==> src/design/rst_pkg.sv <==
// shared constants for the reset and power-down controller
package rst_pkg;
    localparam int unsigned REF_CLK_HZ = 200_000_000;
    localparam int unsigned XTAL_KHZ = 9600;
    localparam int unsigned CORE_KHZ = 38400;
    localparam logic [2:0] PLL_MULT = 3'(CORE_KHZ / XTAL_KHZ);
    localparam int unsigned SETTLE_MS = 20;
    localparam int unsigned SETTLE_CYCLES = SETTLE_MS * (REF_CLK_HZ / 1000);
    localparam int unsigned LOCK_US = 100;
    localparam int unsigned LOCK_CYCLES = LOCK_US * (REF_CLK_HZ / 1_000_000);
    localparam int unsigned INIT_US = 50;
    localparam int unsigned INIT_CYCLES = INIT_US * (REF_CLK_HZ / 1_000_000);
    localparam logic [24:0] BOOT_ADDR = 25'h0000100;
    localparam int unsigned CNT_W = 24;
    typedef enum logic [4:0] {
        ST_RESET = 5'b00001,
        ST_LOCK  = 5'b00010,
        ST_INIT  = 5'b00100,
        ST_RUN   = 5'b01000,
        ST_SLEEP = 5'b10000
    } pwr_state_t;
endpackage : rst_pkg

==> src/design/synth_reset_powerdown_ctrl.sv <==
// reset release, boot fetch start and deep power-down sequencing
`timescale 1ns/1ps
// Summary of operation
// - A rising edge of init_n puts the synthesis engine into its idle state.
// - Releasing init_n drives the running indicator low.
// - After release the processor fetches from ROM address 0100H with rom_select_n low.
// - While sleep_request_n is low every output and two-way pin is floated.
// - In sleep the oscillator and the clock multiplier are stopped.
// - The core clock is the 9.6 MHz crystal multiplied up to 38.4 MHz.
// - The running indicator goes high only once the synthesizer is fully operational.
module synth_reset_powerdown_ctrl #(
    parameter int unsigned LOCK_WAIT = rst_pkg::LOCK_CYCLES,
    parameter int unsigned INIT_WAIT = rst_pkg::INIT_CYCLES
) (
    // clock and reset
    input wire logic ref_clk,
    input wire logic arst_n,
    // board pins
    input wire logic init_n,
    input wire logic sleep_request_n,
    // clock generation
    input wire logic pll_locked,
    output logic osc_enable,
    output logic pll_enable,
    output logic [2:0] pll_mult,
    // core control
    output logic cpu_reset,
    output logic synth_idle,
    output logic [24:0] fetch_addr,
    output logic fetch_start,
    input wire logic synth_ready,
    // pins
    output logic rom_select_n,
    output logic rom_select_n_oe,
    output logic pins_oe,
    output logic run,
    output logic run_oe
);
    rst_pkg::pwr_state_t state;
    rst_pkg::pwr_state_t next_state;
    logic init_q;
    logic timer_start;
    logic [rst_pkg::CNT_W-1:0] timer_load;
    logic timer_done;
    logic init_rise;

    // init edge detect; pins are synchronous so no synchroniser
    always_ff @(posedge ref_clk or negedge arst_n) begin
        if (!arst_n) begin
            init_q <= 1'b0;
        end else begin
            init_q <= init_n;
        end
    end
    assign init_rise = init_n && !init_q;

    wait_timer #(.W(rst_pkg::CNT_W)) u_timer (
        .ref_clk(ref_clk),
        .arst_n(arst_n),
        .start(timer_start),
        .load(timer_load),
        .done(timer_done)
    );

    always_comb begin
        next_state = state;
        timer_start = 1'b0;
        timer_load = '0;
        case (state)
            rst_pkg::ST_RESET: begin
                // board owns the 20 ms settle; we only re-check multiplier lock
                if (init_rise) begin
                    next_state = rst_pkg::ST_LOCK;
                    timer_start = 1'b1;
                    timer_load = rst_pkg::CNT_W'(LOCK_WAIT);
                end
            end
            rst_pkg::ST_LOCK: begin
                if (timer_done && pll_locked) begin
                    next_state = rst_pkg::ST_INIT;
                    timer_start = 1'b1;
                    timer_load = rst_pkg::CNT_W'(INIT_WAIT);
                end
            end
            rst_pkg::ST_INIT: begin
                if (timer_done && synth_ready) begin
                    next_state = rst_pkg::ST_RUN;
                end
            end
            rst_pkg::ST_RUN: begin
                next_state = rst_pkg::ST_RUN;
            end
            rst_pkg::ST_SLEEP: begin
                // only a fresh init pulse after wake ends sleep
                if (sleep_request_n && !init_n) begin
                    next_state = rst_pkg::ST_RESET;
                end
            end
            default: begin
                next_state = rst_pkg::ST_RESET;
            end
        endcase
        // sleep wins over everything, reset low wins over running
        if (!sleep_request_n) begin
            next_state = rst_pkg::ST_SLEEP;
        end else if (!init_n && state != rst_pkg::ST_SLEEP) begin
            next_state = rst_pkg::ST_RESET;
        end
    end

    always_ff @(posedge ref_clk or negedge arst_n) begin
        if (!arst_n) begin
            state <= rst_pkg::ST_RESET;
        end else begin
            state <= next_state;
        end
    end

    // clock generation control; sleep stops both so no internal clock runs
    always_ff @(posedge ref_clk or negedge arst_n) begin
        if (!arst_n) begin
            osc_enable <= 1'b1;
        end else begin
            osc_enable <= next_state != rst_pkg::ST_SLEEP;
        end
    end

    always_ff @(posedge ref_clk or negedge arst_n) begin
        if (!arst_n) begin
            pll_enable <= 1'b1;
        end else begin
            pll_enable <= next_state != rst_pkg::ST_SLEEP;
        end
    end

    // fixed factor, registered only so the port leaves a flop
    always_ff @(posedge ref_clk or negedge arst_n) begin
        if (!arst_n) begin
            pll_mult <= rst_pkg::PLL_MULT;
        end else begin
            pll_mult <= rst_pkg::PLL_MULT;
        end
    end

    // core reset and idle released only together with the running indicator
    always_ff @(posedge ref_clk or negedge arst_n) begin
        if (!arst_n) begin
            cpu_reset <= 1'b1;
        end else begin
            cpu_reset <= next_state != rst_pkg::ST_RUN;
        end
    end

    always_ff @(posedge ref_clk or negedge arst_n) begin
        if (!arst_n) begin
            synth_idle <= 1'b1;
        end else begin
            synth_idle <= next_state != rst_pkg::ST_RUN;
        end
    end

    // boot address is constant; the processor latches it on the fetch pulse
    always_ff @(posedge ref_clk or negedge arst_n) begin
        if (!arst_n) begin
            fetch_addr <= '0;
        end else begin
            fetch_addr <= rst_pkg::BOOT_ADDR;
        end
    end

    // one pulse on the entry edge, never repeated while running
    always_ff @(posedge ref_clk or negedge arst_n) begin
        if (!arst_n) begin
            fetch_start <= 1'b0;
        end else begin
            fetch_start <= next_state == rst_pkg::ST_RUN && state != rst_pkg::ST_RUN;
        end
    end

    // pin drivers; rom select held low for the first fetch
    always_ff @(posedge ref_clk or negedge arst_n) begin
        if (!arst_n) begin
            rom_select_n <= 1'b1;
        end else begin
            rom_select_n <= !(next_state == rst_pkg::ST_RUN);
        end
    end

    always_ff @(posedge ref_clk or negedge arst_n) begin
        if (!arst_n) begin
            rom_select_n_oe <= 1'b1;
        end else begin
            rom_select_n_oe <= next_state != rst_pkg::ST_SLEEP;
        end
    end

    always_ff @(posedge ref_clk or negedge arst_n) begin
        if (!arst_n) begin
            pins_oe <= 1'b1;
        end else begin
            pins_oe <= next_state != rst_pkg::ST_SLEEP;
        end
    end

    // run stays low outside running, so an external converter stays in reset
    always_ff @(posedge ref_clk or negedge arst_n) begin
        if (!arst_n) begin
            run <= 1'b0;
        end else begin
            run <= next_state == rst_pkg::ST_RUN;
        end
    end

    always_ff @(posedge ref_clk or negedge arst_n) begin
        if (!arst_n) begin
            run_oe <= 1'b1;
        end else begin
            run_oe <= next_state != rst_pkg::ST_SLEEP;
        end
    end
endmodule : synth_reset_powerdown_ctrl

==> src/design/wait_timer.sv <==
// down counter that reports when a programmed wait has elapsed
`timescale 1ns/1ps
module wait_timer #(
    parameter int unsigned W = 24
) (
    // clock and reset
    input wire logic ref_clk,
    input wire logic arst_n,
    // control
    input wire logic start,
    input wire logic [W-1:0] load,
    // status
    output logic done
);
    logic [W-1:0] count;
    logic busy;

    always_ff @(posedge ref_clk or negedge arst_n) begin
        if (!arst_n) begin
            count <= '0;
            busy <= 1'b0;
        end else if (start) begin
            count <= load;
            busy <= 1'b1;
        end else if (busy && count != '0) begin
            count <= count - 1'b1;
        end else begin
            busy <= 1'b0;
        end
    end

    always_ff @(posedge ref_clk or negedge arst_n) begin
        if (!arst_n) begin
            done <= 1'b0;
        end else if (start) begin
            done <= 1'b0;
        end else if (busy && count == '0) begin
            // stands until the next start, so a late lock or ready still counts
            done <= 1'b1;
        end
    end
endmodule : wait_timer

==> config.mk <==
export PLATFORM = sky130hd
export DESIGN_NAME = synth_reset_powerdown_ctrl
export DESIGN_NICKNAME = d
export VERILOG_FILES = /design/src/design/rst_pkg.sv /design/src/design/synth_reset_powerdown_ctrl.sv /design/src/design/wait_timer.sv
export SDC_FILE = /design/constraint.sdc
export NUM_CORES = 1
export LEC_CHECK = 0
export ABC_CLOCK_PERIOD_IN_PS = 2300
export BUFFER_PORTS_ARGS = -buffer_cell sky130_fd_sc_hd__buf_2
export CAP_MARGIN = 20
export CORE_MARGIN = 8
export CORE_UTILIZATION = 32
export DETAILED_ROUTE_END_ITERATION = 10
export GPL_TIMING_DRIVEN = 0
export PLACE_DENSITY = 0.54
export RECOVER_POWER = 25
export SYNTH_ARGS = -nofsm -noshare
export SYNTH_HDL_FRONTEND = slang
export SYNTH_HIERARCHICAL = 1
export SYNTH_SLANG_ARGS = --single-unit
==> constraint.sdc <==
create_clock -name ref_clk -period 2.3 [get_ports ref_clk]
set_input_delay 0.345 -clock ref_clk [delete_from_list [all_inputs] [get_ports ref_clk]]
set_output_delay 0.345 -clock ref_clk [all_outputs]
set_load 0.01 [all_outputs]
==> summary.txt <==
Critical path
  • Max incr delay on CP: 400 ps
  • Cell family with most CP delay: simple AND/OR/NAND/NOR gates
  • Crit. Startpoint: state[0]
  • Critical path peak fanout: 10
  • CP Depth: 8
  • WP data arrival: between 2000 and 2500 ps
  • R2R Path End: u_timer/count[4]
  • Crit end category: flop
  • Reg2reg setup slack: around 120 ps
  • Buf/Inv on CP: 3
  • Critical path class: flop to flop
  • CP max-delay cell: or3_4
  • CP endpoint: u_timer/count[4]
  • Critical Path, Cell by Cell: buf_4 > or3_4 > nor4_4 > nand2b_4 > clkbuf_4 > clkbuf_4 > nand2_1 > o21ai_0
  • Reg-to-Reg Start: state[0]
  • Startpoint Class: flop
  • Worst Path Required: between 2000 and 3000 ps
  • Path depth of the worst reg2reg path: 8
  • Crit path top cell by count: clkbuf_4

Cells and area
  • Area of the multi-input gates: ~1300 sq um
  • Register area: between 900 and 1000 sq um
  • Share of layout cells above drive strength 1: 27.8%
  • Finished Cell Area: between 2000 and 3000 sq um
  • Number of fill cells in the layout: approximately 780
  • Antenna Cells: 0
  • Synthesis-to-layout area growth: 20.4%
  • Nets: 342

Timing
  • Worst-Margin Slew: 2030 ps
  • Maximum clock frequency: between 400 and 500 MHz
  • Unrepaired setup endpoints after global routing: no
  • Max-slew violation count: 38
  • TNS Setup: 0 ps
  • Final min period: roughly 2200 ps
  • Clk_skew: 6.81 ps
  • Relative slew slack: -35.1%
  • Final hold vios: 0
  • Final setup viols: 0
  • Crit share post-route: a little over nine tenths

Placed design
  • Post-DP HPWL: 4170 microns
  • Dpl cell area: ~2800 sq um
  • PortBufs: 16
  • Routability-driven placement congestion ratio: around 0.83

GRT
  • GR Util met1: roughly 15%
  • First-pass GRT wire length: about 9400 microns
  • Largest net degree at the start of global routing: 38
  • Overall Global Routing Usage: 11.2%
  • GRT Max-Usage Layer: met2
  • Vias in the first global route: roughly 1.9k
  • Met2 Usage GRT: between 10% and 20%
  • Grt ovf: 0
  • GR Util met3: between 2 and 2.5%
  • Antenna violations before repair: 0

Power and ir drop
  • Total power: approximately 2.2 mW
  • Pint: 1.38 mW
  • Power density over cell area: about 760 nW/um^2
  • Clock share of power: approximately a fifth
  • VDD IR max: 0.229 mV
  • Leakage: 1.30 nW
  • Switching pwr: between 800 and 900 uW
  • Sw Ratio: roughly 39%
  • Sequential share of power: 45.7%
  • Comb power frac: approximately a third

Clocking
  • Inserted Clock Buffers: 5
  • Worst skew pair latency: 290 ps
  • Clock Tree Buf Depth: 2
  • # H-tree levels: 2
  • CTS tree: done
  • Clock sink count: 37
  • CTS clk-pin slew, worst paths: roughly 80 ps
  • CTS root buffer: clkbuf_8

Status
  • Failing checks: max-capacitance violations, max-slew violations
  • Run status: complete, but fails checks

Routing
  • DR WL/cell: roughly 13 microns
  • First drt pass iteration count: 4
  • Via-per-instance ratio: 4.54
  • Drt first-iter violations: between 90 and 100
  • Post-Route WL: between 5000 and 6000 microns
  • Vias: 1984
  • Remaining DRCs: 0
  • Antenna viol nets, final: 0

Synthesis
  • Ys Warns: 6
  • Register area share after synthesis: between 30% and 40%
  • Post-synth top area cell: dfrtp_1
  • Synth area leaders: dfrtp_1 (35%), buf_4 (11%), o21ai_0 (4.1%), xor2_1 (3.9%), nand2_1 (3.5%)
  • #FFs+latches synth: 37
  • Yosys cell types: 60
  • Top_reg_cell synth: dfrtp_1
  • Post-synth ARST share: between 90% and 100%
  • Number of synthesized flops with an enable pin: 0
  • Avg Synthesized Cell Area: between 9 and 10 sq um
  • Share of the synthesized area in the top cell type: about a third
  • Synth Cell Area: approximately 2400 sq um
  • Post-Syn Instances: 268

Hold path
  • Path type of the worst min-delay path: input port to flop
  • Hold path startpoint: init_n

Floorplanning
  • Top Ports: 44
  • Chip height: ~100 microns
  • Initial Utilization: approximately a third
  • Die Area: approximately 11000 sq um
  • Rows: 32
  • Core region area: 7570 sq um
  • Die W: roughly 100 microns

Flow run
  • Max-cap violations: 1
==> synth_stat cells (3+ instances only) <==
cell / number
buf_4: 35
dfrtp_1: 34
nand2_1: 23
o21ai_0: 20
nor2_1: 15
nand3_1: 11
xor2_1: 11
inv_1: 8
clkbuf_1: 7
nand4_1: 6
o211ai_1: 6
a31oi_1: 5
nor3_1: 5
a21oi_1: 4
nand3b_1: 4
o311ai_0: 4
or3_1: 4
a211o_1: 3
dfstp_2: 3
nand2b_1: 3
nor4_1: 3
nor4_2: 3
or2_2: 3
==> cell families after synthesis <==
logic type | share of synthesized area (%)
compound gates | 16.6
xor+xnor | 4.65
fa+ha+maj | 1.02
buf+inv | 14.5
flops | 38.0
mux | 0.460
other cells | 0.307
simple gates | 24.4
==> cell type report <==
class	instances	share of cell area, %
inverters	9	1.15
plain buffers	46	11.4
well taps	102	4.33
repair buffers	17	2.89
clock inverters	3	0.594
clock buffers	5	2.34
flip-flops and latches	37	31.5
multi-input cells	218	45.8
==> flip-flops by register name, indices dropped and copies added (netlist names) <==
register	count
u_timer/count	24
u_timer/busy	1
rom_select_n	1
rom_select_n_oe	1
fetch_addr	1
state	5
u_timer/done	1
run	1
fetch_start	1
init_q	1
==> worst min-delay path by stage <==
stage | to | slack [ps] | cells past startpoint
final | init_q | 270 | 1
after global routing | init_q | 270 | 1
after CTS | u_timer/count[22] | 190 | 1
after detailed placement | u_timer/count[22] | 500 | 1
after global placement | u_timer/count[22] | 500 | 1
after floorplan | fetch_addr[8] | 50 | 0
==> power by group through the flow <==
stage / sequential, mW / clock (mW) / combinational [mW]
2_1_floorplan: 0.984 / 0 / 0.581
3_3_place_gp: 1.03 / 0 / 0.727
3_5_place_dp: 1.03 / 0 / 0.741
4_1_cts: 1.02 / 0.477 / 0.748
5_1_grt: 1.05 / 0.500 / 0.869
6_report: 1.03 / 0.459 / 0.762
==> cells in the final DEF (no fill, tap or decap), types with 3 or more instances in the layout <==
master	netlist	final
buf_2	2	17
dfstp_2	3	3
nand3b_1	4	4
buf_4	35	36
xor2_1	11	11
o21ai_0	20	20
or2_2	3	3
or3_1	4	4
clkbuf_8	0	5
conb_1	2	44
dfrtp_1	34	34
inv_1	8	8
clkbuf_4	0	3
o311ai_0	4	4
a31oi_1	5	5
nor2_1	15	15
o211ai_1	6	6
a211o_1	3	3
clkbuf_1	7	4
nand4_1	6	6
nor3_1	5	5
nand3_1	11	11
nor4_2	3	3
a21oi_1	4	4
nand2_1	23	23
==> stage by stage <==
| stage | hold WS (ps) | setup slack, ps | utilization (%) | instances |
|---|---|---|---|---|
| 6_report | 266 | 117 | 38.9 | 437 |
| 5_1_grt | 272 | 10.5 | 38.9 | 437 |
| 4_1_cts | 187 | 1.75 | 38.6 | 436 |
| 3_5_place_dp | 503 | -554 | 37.2 | 428 |
| 3_3_place_gp | 505 | -589 | 37.2 | 428 |
| 2_1_floorplan | 49.4 | 76.1 | - | 310 |
==> timing repair <==
item / 4_1_cts / 5_1_grt
setup endpoints to repair: 26 / 21
setup buffers: 0 / 1
hold buffers: 0 / 0
hold endpoints to repair: 0 / 0
resized for setup: 8 / 9
==> metal layers <==
layer | vias to the layer above | routed length [microns]
li1 | 1016 | -
met1 | 919 | 2720
met2 | 43 | 2710
met3 | 6 | 244
met4 | 0 | 87
met5 | - | 0
No activity file was read; power rests on OpenSTA's default activity.
